File: src/logic/tpc_defs.svh
// Register map, field positions and codes for the timer channel
`ifndef TPC_DEFS_SVH
`define TPC_DEFS_SVH
`define TPC_ADDR_SC 8'h00
`define TPC_ADDR_VH 8'h04
`define TPC_ADDR_VL 8'h08
`define TPC_BIT_FLAG 7
`define TPC_BIT_IE 6
`define TPC_BIT_MSH 5
`define TPC_BIT_MSL 4
`define TPC_BIT_ELH 3
`define TPC_BIT_ELL 2
`define TPC_MS_IC 2'h0
`define TPC_ELS_OFF 2'h0
`define TPC_ELS_TOG 2'h1
`define TPC_ELS_CLR 2'h2
`define TPC_ELS_SET 2'h3
`define TPC_RST_VAL 16'h0000
`define TPC_RST_CTRL 2'h0
`define TPC_RESP_OK 2'h0
`define TPC_RESP_ERR 2'h2
`endif

File: src/logic/tpc_pkg.sv
// Types shared by the timer channel design
`default_nettype none
package tpc_pkg;
    // Resolved channel function, one-hot
    typedef enum logic [4:0] {
        TPC_OFF  = 5'b00001,
        TPC_IC   = 5'b00010,
        TPC_OC   = 5'b00100,
        TPC_EPWM = 5'b01000,
        TPC_CPWM = 5'b10000
    } tpc_mode_t;
endpackage
`default_nettype wire

File: src/logic/tpc_channel.sv
// One capture/compare/PWM channel with an AXI4-Lite register slave
//
// Summary of operation
// RULE1: Flag bit 7 sets on capture event or counter equal to value.
// RULE2: Center-aligned mode sets flag on every match, both duty edges.
// RULE3: Interrupt request is high while flag and enable are both set.
// RULE4: Flag clears only after read-while-set then write of 0.
// RULE5: New event during the clear sequence restarts it; flag stays set.
// RULE6: Reset clears flag; writing 1 to flag does nothing.
// RULE7: Bit 6 is interrupt enable, reset to 0; 0 means polling.
// RULE8: Without center mode, mode bit 5 set selects edge-aligned PWM.
// RULE9: Without center mode and bit 5 clear, bit 4 picks capture/compare.
// RULE10: Edge/level 00 releases the pin from timer use in every mode.
// RULE11: Capture edge: 01 rising, 10 falling, 11 either.
// RULE12: Compare action: 00 flag only, 01 toggle, 10 clear, 11 set.
// RULE13: Edge PWM: 10 high-true clear on compare, X1 low-true set.
// RULE14: Center PWM: 10 clears on up match, X1 sets on up match.
// RULE15: Software keeps pin stable two cycles before entering capture.
// RULE16: Software clears flags after reconfiguring, before using them.
// RULE17: Value holds capture or compare value; reset clears it.
// RULE18: In capture, reading one byte freezes both until other read.
// RULE19: Any control register write releases the frozen read buffer.
// RULE20: Compare/PWM byte writes buffer; value loads once both written.
// RULE21: Control register write drops a half-written value pair.
// RULE22: Active capture edge copies main counter into value register.
// RULE23: Center select forces center-aligned PWM regardless of mode bits.
// RULE24: Value appears as separate high and low byte registers.
`timescale 1ns/1ps
`include "tpc_defs.svh"
`default_nettype none
module tpc_channel
    import tpc_pkg::*;
(
    // Clock and reset
    input wire logic i_clk,
    input wire logic i_rst,
    // AXI4-Lite write address and data
    input wire logic i_awvalid,
    output logic o_awready,
    input wire logic [7:0] i_awaddr,
    input wire logic i_wvalid,
    output logic o_wready,
    input wire logic [31:0] i_wdata,
    input wire logic [3:0] i_wstrb,
    // AXI4-Lite write response
    output logic o_bvalid,
    input wire logic i_bready,
    output logic [1:0] o_bresp,
    // AXI4-Lite read
    input wire logic i_arvalid,
    output logic o_arready,
    input wire logic [7:0] i_araddr,
    output logic o_rvalid,
    input wire logic i_rready,
    output logic [31:0] o_rdata,
    output logic [1:0] o_rresp,
    // Main counter, same clock domain
    input wire logic [15:0] i_main_counter,
    input wire logic i_cnt_tick,
    input wire logic i_cnt_wrap,
    input wire logic i_cnt_up,
    input wire logic i_center_aligned_select,
    // Channel pin
    input wire logic i_pin,
    output logic o_pin_out,
    output logic o_pin_oe,
    // Interrupt request
    output logic o_irq
);

    // Control and value state
    logic flag_q;
    logic ie_q;
    logic [1:0] ms_q;
    logic [1:0] els_q;
    logic armed_q;
    logic [15:0] value_q;
    logic [15:0] rbuf_q;
    logic rlatch_q;
    logic rfirst_hi_q;
    logic [7:0] wbuf_hi_q;
    logic [7:0] wbuf_lo_q;
    logic whave_hi_q;
    logic whave_lo_q;
    logic pin_q;
    logic pin_oe_q;
    logic irq_q;
    logic sync1_q;
    logic sync2_q;
    logic prev_q;

    // Bus state
    logic awready_q;
    logic wready_q;
    logic bvalid_q;
    logic [1:0] bresp_q;
    logic [7:0] awaddr_q;
    logic [7:0] wdata_q;
    logic wstrb0_q;
    logic arready_q;
    logic rvalid_q;
    logic [31:0] rdata_q;
    logic [1:0] rresp_q;

    tpc_mode_t mode;
    logic func_ic;
    logic wr_en;
    logic rd_en;
    logic wr_sc;
    logic wr_vh;
    logic wr_vl;
    logic rd_sc;
    logic rd_vh;
    logic rd_vl;
    logic rise;
    logic fall;
    logic match;
    logic cap_ev;
    logic cmp_ev;
    logic ev;
    logic clr_ok;
    logic pair_done;
    logic [15:0] pair_val;
    logic [7:0] sc_rd_val;

    // Channel function from the control fields
    always_comb begin
        if (els_q == `TPC_ELS_OFF) begin
            mode = TPC_OFF; // [RULE10]
        end else if (i_center_aligned_select) begin
            mode = TPC_CPWM; // [RULE23]
        end else if (ms_q[1]) begin
            mode = TPC_EPWM; // [RULE8]
        end else if (ms_q[0]) begin
            mode = TPC_OC; // [RULE9]
        end else begin
            mode = TPC_IC;
        end
    end

    // Capture function ignores the pin state bits; a software compare
    // with released pin still flags on match
    assign func_ic = !i_center_aligned_select && (ms_q == `TPC_MS_IC);

    // Access strobes; byte lane 0 must be enabled for a write to land
    assign wr_en = !awready_q && !wready_q && !bvalid_q;
    assign rd_en = i_arvalid && arready_q;
    assign wr_sc = wr_en && wstrb0_q && (awaddr_q == `TPC_ADDR_SC);
    assign wr_vh = wr_en && wstrb0_q && (awaddr_q == `TPC_ADDR_VH);
    assign wr_vl = wr_en && wstrb0_q && (awaddr_q == `TPC_ADDR_VL);
    assign rd_sc = rd_en && (i_araddr == `TPC_ADDR_SC);
    assign rd_vh = rd_en && (i_araddr == `TPC_ADDR_VH);
    assign rd_vl = rd_en && (i_araddr == `TPC_ADDR_VL);

    // Edge and match detection; only synchronised pin stages are used
    assign rise = sync2_q && !prev_q;
    assign fall = !sync2_q && prev_q;
    assign match = i_cnt_tick && (i_main_counter == value_q);
    assign cap_ev = (mode == TPC_IC)
        && ((els_q[0] && rise) || (els_q[1] && fall)); // [RULE11]
    assign cmp_ev = !func_ic && match; // [RULE1] [RULE2]
    assign ev = cap_ev || cmp_ev;
    assign clr_ok = wr_sc && !wdata_q[`TPC_BIT_FLAG] && armed_q;

    // Second byte of a buffered pair completes the word
    assign pair_done = !func_ic
        && ((wr_vh && whave_lo_q) || (wr_vl && whave_hi_q)); // [RULE20]
    assign pair_val = {wr_vh ? wdata_q : wbuf_hi_q,
        wr_vl ? wdata_q : wbuf_lo_q};
    assign sc_rd_val = {flag_q, ie_q, ms_q, els_q, 2'h0};

    // Pin synchroniser plus one history stage for edges
    always_ff @(posedge i_clk or posedge i_rst) begin
        if (i_rst) begin
            sync1_q <= 1'b0;
            sync2_q <= 1'b0;
            prev_q <= 1'b0;
        end else begin
            sync1_q <= i_pin;
            sync2_q <= sync1_q;
            prev_q <= sync2_q;
        end
    end

    // Control bits other than the flag
    always_ff @(posedge i_clk or posedge i_rst) begin
        if (i_rst) begin
            ie_q <= 1'b0; // [RULE7]
            ms_q <= `TPC_RST_CTRL;
            els_q <= `TPC_RST_CTRL;
        end else if (wr_sc) begin
            ie_q <= wdata_q[`TPC_BIT_IE]; // [RULE7]
            ms_q <= wdata_q[`TPC_BIT_MSH:`TPC_BIT_MSL];
            els_q <= wdata_q[`TPC_BIT_ELH:`TPC_BIT_ELL];
        end
    end

    // Event flag: a new event beats a clear in the same cycle
    always_ff @(posedge i_clk or posedge i_rst) begin
        if (i_rst) begin
            flag_q <= 1'b0; // [RULE6]
        end else if (ev) begin
            flag_q <= 1'b1; // [RULE1] [RULE5]
        end else if (clr_ok) begin
            flag_q <= 1'b0; // [RULE4]
        end
    end

    // Clear sequence arming; an event or any control register write disarms it
    always_ff @(posedge i_clk or posedge i_rst) begin
        if (i_rst) begin
            armed_q <= 1'b0;
        end else if (ev || wr_sc) begin
            armed_q <= 1'b0; // [RULE5]
        end else if (rd_sc && flag_q) begin
            armed_q <= 1'b1; // [RULE4]
        end
    end

    // Interrupt request, one cycle behind the flag
    always_ff @(posedge i_clk or posedge i_rst) begin
        if (i_rst) begin
            irq_q <= 1'b0;
        end else begin
            irq_q <= flag_q && ie_q; // [RULE3]
        end
    end

    // Value register: capture beats any software load
    always_ff @(posedge i_clk or posedge i_rst) begin
        if (i_rst) begin
            value_q <= `TPC_RST_VAL; // [RULE17]
        end else if (cap_ev) begin
            value_q <= i_main_counter; // [RULE22]
        end else if (pair_done) begin
            value_q <= pair_val; // [RULE20]
        end else if (func_ic && wr_vh) begin
            value_q[15:8] <= wdata_q;
        end else if (func_ic && wr_vl) begin
            value_q[7:0] <= wdata_q;
        end
    end

    // Write pairing buffer for compare and PWM modes
    always_ff @(posedge i_clk or posedge i_rst) begin
        if (i_rst) begin
            wbuf_hi_q <= 8'h00;
            wbuf_lo_q <= 8'h00;
            whave_hi_q <= 1'b0;
            whave_lo_q <= 1'b0;
        end else if (wr_sc || pair_done) begin
            whave_hi_q <= 1'b0; // [RULE21]
            whave_lo_q <= 1'b0;
        end else if (!func_ic && wr_vh) begin
            wbuf_hi_q <= wdata_q;
            whave_hi_q <= 1'b1;
        end else if (!func_ic && wr_vl) begin
            wbuf_lo_q <= wdata_q;
            whave_lo_q <= 1'b1;
        end
    end

    // Read freeze buffer for capture mode
    always_ff @(posedge i_clk or posedge i_rst) begin
        if (i_rst) begin
            rbuf_q <= `TPC_RST_VAL;
            rlatch_q <= 1'b0;
            rfirst_hi_q <= 1'b0;
        end else if (wr_sc) begin
            rlatch_q <= 1'b0; // [RULE19]
        end else if (func_ic && (rd_vh || rd_vl)) begin
            if (!rlatch_q) begin
                rbuf_q <= value_q; // [RULE18]
                rlatch_q <= 1'b1;
                rfirst_hi_q <= rd_vh;
            end else if (rd_vh != rfirst_hi_q) begin
                rlatch_q <= 1'b0;
            end
        end
    end

    // Pin driver; edge PWM compare beats the period start so 0% works
    always_ff @(posedge i_clk or posedge i_rst) begin
        if (i_rst) begin
            pin_q <= 1'b0;
            pin_oe_q <= 1'b0;
        end else begin
            pin_oe_q <= (mode == TPC_OC) || (mode == TPC_EPWM)
                || (mode == TPC_CPWM); // [RULE10]
            unique case (mode)
                TPC_OC: begin
                    if (match) begin
                        unique case (els_q) // [RULE12]
                            `TPC_ELS_TOG: pin_q <= !pin_q;
                            `TPC_ELS_CLR: pin_q <= 1'b0;
                            `TPC_ELS_SET: pin_q <= 1'b1;
                            `TPC_ELS_OFF: pin_q <= pin_q;
                        endcase
                    end
                end
                TPC_EPWM: begin
                    if (match) begin
                        pin_q <= els_q[0]; // [RULE13]
                    end else if (i_cnt_wrap) begin
                        pin_q <= !els_q[0]; // [RULE13]
                    end
                end
                TPC_CPWM: begin
                    if (match) begin
                        pin_q <= i_cnt_up ? els_q[0]
                            : !els_q[0]; // [RULE14]
                    end
                end
                TPC_OFF, TPC_IC: begin
                    pin_q <= pin_q;
                end
            endcase
        end
    end

    // Write address and data channels, taken in either order
    always_ff @(posedge i_clk or posedge i_rst) begin
        if (i_rst) begin
            awready_q <= 1'b1;
            awaddr_q <= 8'h00;
        end else if (i_awvalid && awready_q) begin
            awready_q <= 1'b0;
            awaddr_q <= i_awaddr;
        end else if (bvalid_q && i_bready) begin
            awready_q <= 1'b1;
        end
    end

    always_ff @(posedge i_clk or posedge i_rst) begin
        if (i_rst) begin
            wready_q <= 1'b1;
            wdata_q <= 8'h00;
            wstrb0_q <= 1'b0;
        end else if (i_wvalid && wready_q) begin
            wready_q <= 1'b0;
            wdata_q <= i_wdata[7:0];
            wstrb0_q <= i_wstrb[0];
        end else if (bvalid_q && i_bready) begin
            wready_q <= 1'b1;
        end
    end

    // Write response once the write has taken effect
    always_ff @(posedge i_clk or posedge i_rst) begin
        if (i_rst) begin
            bvalid_q <= 1'b0;
            bresp_q <= `TPC_RESP_OK;
        end else if (wr_en) begin
            bvalid_q <= 1'b1;
            bresp_q <= (awaddr_q == `TPC_ADDR_SC
                || awaddr_q == `TPC_ADDR_VH
                || awaddr_q == `TPC_ADDR_VL)
                ? `TPC_RESP_OK : `TPC_RESP_ERR;
        end else if (bvalid_q && i_bready) begin
            bvalid_q <= 1'b0;
        end
    end

    // Read channel; frozen bytes are served while the latch holds
    always_ff @(posedge i_clk or posedge i_rst) begin
        if (i_rst) begin
            arready_q <= 1'b1;
            rvalid_q <= 1'b0;
            rdata_q <= 32'h00000000;
            rresp_q <= `TPC_RESP_OK;
        end else if (rd_en) begin
            arready_q <= 1'b0;
            rvalid_q <= 1'b1;
            rresp_q <= `TPC_RESP_OK;
            if (rd_sc) begin
                rdata_q <= {24'h000000, sc_rd_val};
            end else if (rd_vh) begin
                rdata_q <= {24'h000000, rlatch_q ? rbuf_q[15:8]
                    : value_q[15:8]}; // [RULE24]
            end else if (rd_vl) begin
                rdata_q <= {24'h000000, rlatch_q ? rbuf_q[7:0]
                    : value_q[7:0]}; // [RULE24]
            end else begin
                rdata_q <= 32'h00000000;
                rresp_q <= `TPC_RESP_ERR;
            end
        end else if (rvalid_q && i_rready) begin
            rvalid_q <= 1'b0;
            arready_q <= 1'b1;
        end
    end

    // Outputs straight from flip-flops
    assign o_awready = awready_q;
    assign o_wready = wready_q;
    assign o_bvalid = bvalid_q;
    assign o_bresp = bresp_q;
    assign o_arready = arready_q;
    assign o_rvalid = rvalid_q;
    assign o_rdata = rdata_q;
    assign o_rresp = rresp_q;
    assign o_pin_out = pin_q;
    assign o_pin_oe = pin_oe_q;
    assign o_irq = irq_q;
endmodule
`default_nettype wire

File: config.mk
export PLATFORM = sky130hd
export DESIGN_NAME = tpc_channel
export DESIGN_NICKNAME = d
export VERILOG_FILES = /design/src/logic/tpc_pkg.sv /design/src/logic/tpc_channel.sv
export VERILOG_INCLUDE_DIRS = /design/src /design/src/logic
export SDC_FILE = /design/constraint.sdc
export NUM_CORES = 1
export LEC_CHECK = 0
export ABC_AREA = 1
export BUFFER_PORTS_ARGS = -buffer_cell sky130_fd_sc_hd__buf_2
export CELL_PAD_IN_SITES_DETAIL_PLACEMENT = 1
export CELL_PAD_IN_SITES_GLOBAL_PLACEMENT = 1
export CORE_MARGIN = 1
export CORE_UTILIZATION = 40
export CTS_BUF_LIST = sky130_fd_sc_hd__clkbuf_16
export DETAILED_ROUTE_END_ITERATION = 8
export PLACE_DENSITY = 0.83
export SETUP_SLACK_MARGIN = 0.1
export SKIP_LAST_GASP = 1
export SYNTH_ARGS = -nofsm -noshare
export SYNTH_HDL_FRONTEND = slang
export SYNTH_SLANG_ARGS = --single-unit
File: constraint.sdc
create_clock -name i_clk -period 3.65 [get_ports i_clk]
set_input_delay 0.9125 -clock i_clk [delete_from_list [all_inputs] [get_ports i_clk]]
set_output_delay 0.9125 -clock i_clk [all_outputs]
set_load 0.01 [all_outputs]
==> summary.md, run 1 <==
| Metric | Value |
|---|---|
| Detailed Place HPWL | 9909 um |
| Row count | 41 |
| Drt drc | 0 |
| Critical path's slowest cell | nand4_4 |
| Crit path depth | 7 |
| Initial DRC Count | 233 |
| Crit. End Element | register |
| Place WS | 889.0 ps |
| CTS tree | done |
| Diodes inserted | 0 |
| Critical path class | in2reg |
| Global route overflow | 0 |
| Top_reg_cell synth | dfrtp_1 |
| Post-synthesis cell type count | 40 |
| Mean post-synth cell area | 8.273 um^2 |
| Via count | 4,361 |
| Slew @ Worst Pin | 944.5 ps |
| Peak Freq | 0.4242 GHz |
| Die ar. | 13,470 um^2 |
| Ranking of synthesized cells by area | dfrtp_1, nand2_1, inv_1 |
| Clock Skew | 5.334 ps |
| Largest net degree at the start of global routing | 59 |
| Cells on worst reg2reg path | 9 |
| Critical path buffers and inverters | 2 |
| Share of layout cells above drive strength 1 | 0.1800 |
| Detailed Routing Iterations Pass 1 | 4 |
| CP max stage delay | 380 ps |
| Fillers | 1,565 |
| Required time of the critical path | 3910 ps |
| I/O pin cnt | 124 |
| Tmin final | 2357 ps |
| DRT Wirelength | 13,360 um |
| H-tree Lvls | 3 |
| Clock transition at path regs | 60 ps |
| Final period utilization | 0.6458 |
| Status | completed |
| DR WL/cell | 15.51 um |
| Final setup vio count | 0 |
| Clk sinks | 97 |
| Seq cells post-synth | 97 |
| Mapped cell area | 5204 um^2 |
| CTS max path bufs | 2 |
| Crit path cell chain | buf_2, nand2_1, inv_1, nand4_2, nand2_1, nand4_4, o21ai_0 |
| Top delay family on crit path | simple AND/OR/NAND/NOR gates |
| Yosys warns | 0 |
| Post-CTS resize count | 0 |
| Placer congestion estimate | 0.8514 |
| Worst VDD drop | 377.6 uV |
| Cell with the most instances after synthesis | nand2_1 |
| Root buf cell | clkbuf_16 |
| Gr usage total | 0.2194 |
| Core box area | 12,670 um^2 |
| Die height | 116.1 um |
| CTS Buf Count | 9 |
| Initial antenna violation count | 0 |
| Placement Cell Area | 5519 um^2 |
| Hold buffer count at CTS | 0 |
| Antenna Nets Post-Route | 0 |
| Die extent in x | 116.1 um |
| Final-report hold violation count | 0 |
| Final slew viol count | 0 |
| R2r setup slk | 1350 ps |
| Post-route cell area | 5797 um^2 |
| Most frequent cell on the critical path | nand2_1 |
| Cells after synthesis | 629 |
| Post-synthesis sequential area ratio | 0.4672 |
| Vias in the first global route | 4,542 |
| Hold path cells | 0 |
| Worst-path maximum fanout | 35 |
| Worst min path class | reg2reg |
| Pwr/cell area | 543.4 nW/um^2 |
| Critical path launch point type | input pin |
| Setup TNS | 0 ps |
| Clk_lat worst skew | 350 ps |
| Commonest cells post-synth | nand2_1, dfrtp_1, inv_1, nor2_1, nand3_1 |
| Worst slew margin | 0.3697 |
| Hold slack | 349.2 ps |
| Post-layout util | 0.4575 |
| Setup ws final | 1293 ps |
| Yosys top cell area share | 0.4520 |
| Initial Utilization | 0.4107 |
| Fraction of registers with async set or reset after synthesis | 1.000 |
| Input/output buffers | 70 |
| RSZ-0062 raised after global routing | false |
| Post-synth EDFFs | 0 |
| Nets | 765 |
| Via-to-Cell Ratio | 5.065 |
| WP data arrival | 2610 ps |
| Setup repair bufs after CTS | 0 |
| Area delta synth->final | 11.40% |
| First-pass GRT wire length | 22,360 um |
| Pleak | 2.938 nW |
| Post-synth top area cell | dfrtp_1 |
| Max_cap viols | 0 |
logic make-up after synthesis:
kind of cell | count (synthesis) | synth area share
compound gates | 109 | 0.1339
buf+inv | 124 | 0.1236
simple gates | 291 | 0.2609
mux | 4 | 0.008655
xor+xnor | 3 | 0.005050
flops | 97 | 0.4672
other cells | 1 | 0.0007206
final timing paths:
kind,from,end
max,i_arvalid,rbuf_q[11]$_DFFE_PP0P_
min,sync1_q$_DFF_PP0_,sync2_q$_DFF_PP0_
max reg2reg,awaddr_q[7]$_DFFE_PP0P_,wbuf_lo_q[7]$_DFFE_PP0P_
min reg2reg,sync1_q$_DFF_PP0_,sync2_q$_DFF_PP0_
max in group asynchronous,i_rst,o_arready$_DFFE_PP1P_
min in group asynchronous,i_rst,whave_lo_q$_DFFE_PP0P_
sequential cells by signal (all words and copies together) (netlist names), 2 cells and up:
name and flops:
els_q 2, wbuf_hi_q 8, ms_q 2, value_q 16, rbuf_q 16, wdata_q 8
o_rdata 8, awaddr_q 8, wbuf_lo_q 8
power by group:
part           leakage [nW]  total [mW]  switching (mW)  internal, mW
clock network         0.147       0.916           0.397         0.519
registers              1.27        1.45           0.161          1.29
logic                  1.52       0.787           0.525         0.262
total                  2.94        3.15            1.08          2.07
per-stage QoR:
| stage | cells | power [mW] |
|---|---|---|
| 6_report | 861 | 3.150 |
| 3_3_place_gp | 846 | 2.194 |
| 3_5_place_dp | 846 | 2.257 |
| 5_1_grt | 861 | 3.363 |
| 2_1_floorplan | 654 | 1.980 |
| 4_1_cts | 861 | 3.189 |
cell usage in the layout, fill, tap and decap left out, types with 2 or more instances in the layout:
master / instances
dfstp_2: 3
xnor2_1: 2
nor2_1: 39
o21ai_2: 13
clkinv_2: 4
inv_1: 73
buf_2: 70
o22ai_1: 2
nand2_1: 169
o21ai_0: 30
mux2_2: 4
nand4_1: 20
nand2_2: 3
nand3_2: 2
o2111ai_1: 6
o211ai_1: 26
nand3_1: 38
clkbuf_16: 9
a21oi_1: 16
o21ai_1: 12
conb_1: 26
nand4_4: 5
nor3_1: 4
dfrtp_1: 94
nor2_2: 4
routing by layer:
metal,part of all wire,up-vias,global-route usage
li1,-,2136,-
met1,0.44,2106,0.2712
met2,0.49,100,0.3714
met3,0.041,19,0.04655
met4,0.022,0,0.09316
met5,0,-,0
cell type report:
cell class	instances	area (um^2)	share of cell area
sequential	97	2431	0.4194
multi-input combinational	433	2223	0.3836
timing repair buffer	72	377.9	0.06518
inverter	72	271.5	0.04684
clock buffer	9	225.2	0.03885
tap	172	215.2	0.03712
clock inverter	6	52.55	0.009065
Power figures use the tool's default switching activity.
==> run 2, diff against run 1 <==
- clock period: 3.65 -> 2.2 ns (I/O delays scaled with it)
==> run 2 against run 1 <==
Final area is 3.0% higher. Routed wire length increased by 6.4%. Global-route usage increased by 0.70 points. First-iteration DRC count down 18%. Final cell count is 1.7% higher. Clock skew down 0.59 ps. Core utilization rose by 1.4 points. Count of clock-buffer cells in the layout unchanged. Critical endpoint is now wbuf_hi_q[6]$_DFFE_PP0P_.
==> summary.md, run 2 (same netlist as run 1, synthesis figures left out) <==
| Metric | Value |
|---|---|
| Global route overflow | 0 (unchanged) |
| Pwr/cell area | 870.8 nW/um^2 (+60%) |
| Max_cap viols | 0 (unchanged) |
| Largest net degree at the start of global routing | 52 (-12%) |
| Crit. End Element | register |
| Hold buffer count at CTS | 0 (unchanged) |
| RSZ-0062 raised after global routing | true |
| WP data arrival | 2190 ps (-420 ps) |
| Slew @ Worst Pin | 557.9 ps (-386.6 ps) |
| Via-to-Cell Ratio | 5.111 (+0.90%) |
| I/O pin cnt | 124 (unchanged) |
| Die height | 116.1 um (unchanged) |
| Clk_lat worst skew | 350 ps (about the same) |
| H-tree Lvls | 3 (unchanged) |
| Clock Skew | 4.746 ps (-0.5884 ps) |
| Detailed Routing Iterations Pass 1 | 4 (unchanged) |
| Vias in the first global route | 4,620 (+1.7%) |
| Via count | 4,477 (+2.7%) |
| Peak Freq | 0.5098 GHz |
| Root buf cell | clkbuf_16 |
| Initial Utilization | 0.4107 (unchanged) |
| Initial antenna violation count | 0 (unchanged) |
| Worst slew margin | 0.6273 (+0.2576) |
| Placer congestion estimate | 0.8374 (-1.6%) |
| Pleak | 3.040 nW (+3.5%) |
| Antenna Nets Post-Route | 0 (unchanged) |
| Nets | 779 (+1.8%) |
| Worst min path class | in2async |
| Worst-path maximum fanout | 16 (-54%) |
| Detailed Place HPWL | 10,620 um (+7.2%) |
| Input/output buffers | 70 (unchanged) |
| Final slew viol count | 0 (unchanged) |
| CTS max path bufs | 2 (unchanged) |
| CTS Buf Count | 9 (unchanged) |
| Setup TNS | 0 ps (unchanged) |
| Place WS | 11.12 ps (-877.9 ps) |
| Core box area | 12,670 um^2 (unchanged) |
| Final-report hold violation count | 0 (unchanged) |
| Clk sinks | 97 (unchanged) |
| Worst VDD drop | 503.5 uV (+33%) |
| Initial DRC Count | 190 (-18%) |
| Top flop regs | rbuf_q x16, value_q x16 |
| Status | completed |
| Pwr Total | 5.197 mW (+65%) |
| Area delta synth->final | 14.69% |
| First-pass GRT wire length | 22,960 um (+2.7%) |
| Most frequent cells in the layout | nand2_1, dfrtp_1, inv_1 |
| Row count | 41 (unchanged) |
| DRT Wirelength | 14,210 um (+6.4%) |
| Gr usage total | 0.2264 (+0.007001) |
| Die ar. | 13,470 um^2 (unchanged) |
| Clock transition at path regs | 70 ps (about the same) |
| Final setup vio count | 0 (unchanged) |
| Tmin final | 1961 ps |
| Diodes inserted | 0 (unchanged) |
| Setup ws final | 238.5 ps (-1054 ps) |
| CTS tree | done |
| Share of layout cells above drive strength 1 | 0.1974 (+0.01747) |
| Critical path launch point type | register |
| Commonest non-fill, non-tap cell in the layout | nand2_1 |
| Required time of the critical path | 2430 ps (-1480 ps) |
| Die extent in x | 116.1 um (unchanged) |
| Fillers | 1,589 (+1.5%) |
| Final period utilization | 0.8916 |
| Drt drc | 0 (unchanged) |
| DR WL/cell | 16.22 um (+4.6%) |
| Critical path class | reg2reg |
[run 2: what timing repair did]
item,4_1_cts,5_1_grt
setup endpoints to repair,0,41
resized for setup,0,5
endpoints found under the hold margin,0,0
setup buffers,0,1
[run 2: layout make-up]
| type | instances | area, um^2 | share of cell area |
|---|---|---|---|
| Sequential cell | 97 | 2431 | 0.4073 |
| Clock buffer | 9 | 225.2 | 0.03774 |
| Clock inverter | 7 | 38.79 | 0.006499 |
| Timing Repair Buffer | 84 | 505.5 | 0.08470 |
| Tap cell | 172 | 215.2 | 0.03606 |
| Inverter | 72 | 274.0 | 0.04591 |
| Multi-Input combinational cell | 435 | 2278 | 0.3818 |
[run 2: worst paths after layout]
kind,startpoint,to,slack (ps),cells after the start
min in group i_clk,i_pin,sync1_q$_DFF_PP0_,300,1
setup reg to reg,awaddr_q[0]$_DFFE_PP0P_,wbuf_hi_q[6]$_DFFE_PP0P_,240,10
max in group asynchronous,i_rst,o_wready$_DFFE_PP1P_,1310,3
hold / removal,i_rst,o_irq$_DFF_PP0_,250,2
hold reg to reg,sync1_q$_DFF_PP0_,sync2_q$_DFF_PP0_,350,0
setup / recovery,awaddr_q[0]$_DFFE_PP0P_,wbuf_hi_q[6]$_DFFE_PP0P_,240,10
[run 2: metrics by stage]
| stage | hold WS [ps] | instances | area, um^2 | utilization |
|---|---|---|---|---|
| 3_5_place_dp | 337.9 | 857 | 5629 | 0.4443 |
| 3_3_place_gp | 335.2 | 857 | 5629 | 0.4443 |
| 4_1_cts | 260.8 | 873 | 5893 | 0.4651 |
| 6_report | 250.8 | 876 | 5968 | 0.4710 |
| 5_1_grt | 276.8 | 876 | 5968 | 0.4710 |
| 2_1_floorplan | 331.2 | 654 | 5301 | - |
[run 2: per-layer routing]
| metal | up-vias | share of wire | global-route usage |
|---|---|---|---|
| li1 | 2171 | - | - |
| met1 | 2174 | 0.42 | 0.2724 |
| met2 | 103 | 0.51 | 0.4040 |
| met3 | 29 | 0.035 | 0.03295 |
| met4 | 0 | 0.027 | 0.09487 |
| met5 | - | 0 | 0 |
[run 2: critical path: stages, from the launching register on]
cell and delay, ps:
dfrtp_1 380, nor2_1 210, nand2_1 100, nor2_2 190
nand2_1 110, nor2_2 160, buf_4 210, nand4_4 120
buf_12 180, nand2_1 90, o21ai_2 70
[run 2: where the power goes]
group	switching, mW	leakage (nW)	internal [mW]
Clock	0.680	0.140	0.756
Sequential	0.283	1.27	2.13
Combinational	0.891	1.63	0.454
Total	1.85	3.04	3.34
==> run 3, diff against run 2 <==
- BUFFER_PORTS_ARGS: -buffer_cell sky130_fd_sc_hd__buf_2 -> -buffer_cell sky130_fd_sc_hd__clkbuf_2
==> run 3 against run 2 <==
First-iteration DRC count grew 4.2%. Register-to-register slack better by 20 ps. Total power grew 0.74%. Fmax increased by 0.98%. Final cell count up 0.11%. Routed wire length is 0.85% lower. Sequential cell count unchanged. Clock skew rose by 1.9 ps. Highest routed layer unchanged. Clock power increased by 3%. Largest power group unchanged. Via count unchanged.
==> summary.md, run 3 (same netlist as run 1, synthesis figures left out) <==
| Metric | Value |
|---|---|
| Status | completed |
| Hold buffer count at CTS | 0 (unchanged) |
| Peak Freq | 0.5148 GHz (+0.98%) |
| Sw power | 1.884 mW (+1.6%) |
| Max_cap viols | 0 (unchanged) |
| Critical path launch point type | register |
| Antenna Nets Post-Route | 0 (unchanged) |
| I/O pin cnt | 124 (unchanged) |
| Worst-path maximum fanout | 12 (-4) |
| Global route overflow | 0 (unchanged) |
| R2r setup slk | 260 ps (+20 ps) |
| Pleak | 3.018 nW (-0.72%) |
| Worst slew margin | 0.5499 (-0.07741) |
| RSZ-0062 raised after global routing | true |
| Cells on worst reg2reg path | 9 (-1) |
| Slew @ Worst Pin | 673.8 ps (+115.9 ps) |
| DR WL/cell | 16.06 um (-0.96%) |
| Share of layout cells above drive strength 1 | 0.2014 (+0.003975) |
| Root buf cell | clkbuf_16 |
| CTS tree | done |
| Top flop regs | rbuf_q x16, value_q x16 |
| Initial DRC Count | 198 (+4.2%) |
| Commonest non-fill, non-tap cell in the layout | nand2_1 |
| Tmin final | 1942 ps (-19.07 ps) |
| H-tree Lvls | 3 (unchanged) |
| Pwr/cell area | 875.9 nW/um^2 (+0.58%) |
| Vias in the first global route | 4,594 (-0.56%) |
| Row count | 41 (unchanged) |
| Final period utilization | 0.8829 (-0.008666) |
| Required time of the critical path | 2440 ps (about the same) |
| Final setup vio count | 0 (unchanged) |
| Clk_lat worst skew | 360 ps (about the same) |
| Clk sinks | 97 (unchanged) |
| Sequential power share | 0.460 (-0.005) |
| Final slew viol count | 0 (unchanged) |
| Initial antenna violation count | 0 (unchanged) |
| Place WS | 35.79 ps (+24.67 ps) |
| Nets | 780 (+0.13%) |
| Final-report hold violation count | 0 (unchanged) |
| CTS Buf Count | 9 (unchanged) |
| Setup TNS | 0 ps (unchanged) |
| Largest net degree at the start of global routing | 39 (-25%) |
| First-pass GRT wire length | 22,830 um (-0.57%) |
| Detailed Routing Iterations Pass 1 | 4 (unchanged) |
| Critical path class | reg2reg |
| Worst VDD drop | 647.4 uV (+29%) |
| Most frequent cells in the layout | nand2_1, dfrtp_1, inv_1 |
| Drt drc | 0 (unchanged) |
| Placer congestion estimate | 0.8297 (-0.92%) |
| Input/output buffers | 70 (unchanged) |
| Diodes inserted | 0 (unchanged) |
| WP data arrival | 2180 ps (about the same) |
| Core box area | 12,670 um^2 (unchanged) |
| Die height | 116.1 um (unchanged) |
| Gr usage total | 0.2250 (-0.001428) |
| Die extent in x | 116.1 um (unchanged) |
| Setup ws final | 257.6 ps (+19.07 ps) |
| CTS max path bufs | 2 (unchanged) |
| Switching share of power | 0.3597 (+0.003088) |
| Via count | 4,477 (unchanged) |
| Worst R2R End | wbuf_lo_q[1]$_DFFE_PP0P_ |
| Cell internal pwr | 3.353 mW (+0.26%) |
| Detailed Place HPWL | 10,590 um (-0.31%) |
| Die ar. | 13,470 um^2 (unchanged) |
| Via-to-Cell Ratio | 5.105 (-0.11%) |
| Worst flop-to-flop path startpoint | o_wready$_DFFE_PP1P_ |
| DRT Wirelength | 14,090 um (-0.85%) |
| Worst min path class | in2async |
| Clock transition at path regs | 70 ps (about the same) |
| Crit. End Element | register |
| Clock power frac | 0.284 (+0.008) |
| Clock Skew | 6.621 ps (+1.875 ps) |
| Logic pwr share | 0.256 (-0.003) |
| Area delta synth->final | 14.88% |
| Initial Utilization | 0.4107 (unchanged) |
[run 3: cell types whose count changed in the layout (fill, tap and decap cells not counted), sizes merged]
cell	change
inv	-1
buf	-69
clkbuf	+70
clkinvlp	+1
[run 3: final cells by class]
type | instances | area [um^2]
clock buffer | 9 | 225.2
timing repair buffer | 85 | 525.5
tap | 172 | 215.2
inverter | 72 | 274.0
fill | 1568 | 6693
clock inverter | 7 | 47.55
sequential | 97 | 2431
multi-input combinational | 435 | 2260
[run 3: how the worst max path moves through the flow]
stage	from	endpoint	slack (ps)
final	o_wready$_DFFE_PP1P_	wbuf_lo_q[1]$_DFFE_PP0P_	260
after CTS	o_arready$_DFFE_PP1P_	rbuf_q[12]$_DFFE_PP0P_	140
after global routing	awaddr_q[7]$_DFFE_PP0P_	value_q[4]$_DFFE_PP0P_	80
after floorplan	i_araddr[1]	rbuf_q[8]$_DFFE_PP0P_	390
after detailed placement	i_araddr[1]	rbuf_q[12]$_DFFE_PP0P_	40
after global placement	i_arvalid	rbuf_q[13]$_DFFE_PP0P_	170
[run 3: repair_timing]
action | 4_1_cts | 5_1_grt
setup endpoints to repair | 0 | 26
resized for setup | 0 | 2
setup buffers | 0 | 1
[run 3: power by group through the flow]
| stage | combinational (mW) | clock, mW | sequential [mW] |
|---|---|---|---|
| floorplan | 0.917 | 0 | 2.37 |
| global placement | 1.27 | 0 | 2.41 |
| detailed placement | 1.34 | 0 | 2.44 |
| CTS | 1.35 | 1.51 | 2.41 |
| global route | 1.53 | 1.58 | 2.44 |
| finish | 1.34 | 1.49 | 2.41 |
[run 3: critical path: stages (launching register included)]
cell and delay [ps]:
dfstp_2 550, nor2_1 50, nand2_1 160, nor2_4 80
nand2_1 110, nor2_2 60, nand2_2 280, nand4_2 330
nand2_1 130, o21ai_1 60
[run 3: metal layers]
layer	up-vias	routed length, um	GRT usage	part of all wire
met4	0	369	0.1017	0.026
met3	25	444	0.03452	0.032
met1	2197	6125	0.2713	0.43
met5	-	0	0	0
met2	86	7147	0.3960	0.51
li1	2169	-	-	-
[run 3: through the flow]
stage	area (um^2)	utilization	total power [mW]	std cells	hold WS (ps)
after detailed placement	5649	0.4458	3.778	858	342.6
final	5978	0.4718	5.236	877	276.1
after global routing	5978	0.4718	5.562	877	296.3
after floorplan	5301	-	3.285	654	331.2
after CTS	5922	0.4674	5.268	874	296.1
after global placement	5649	0.4458	3.675	858	336.7
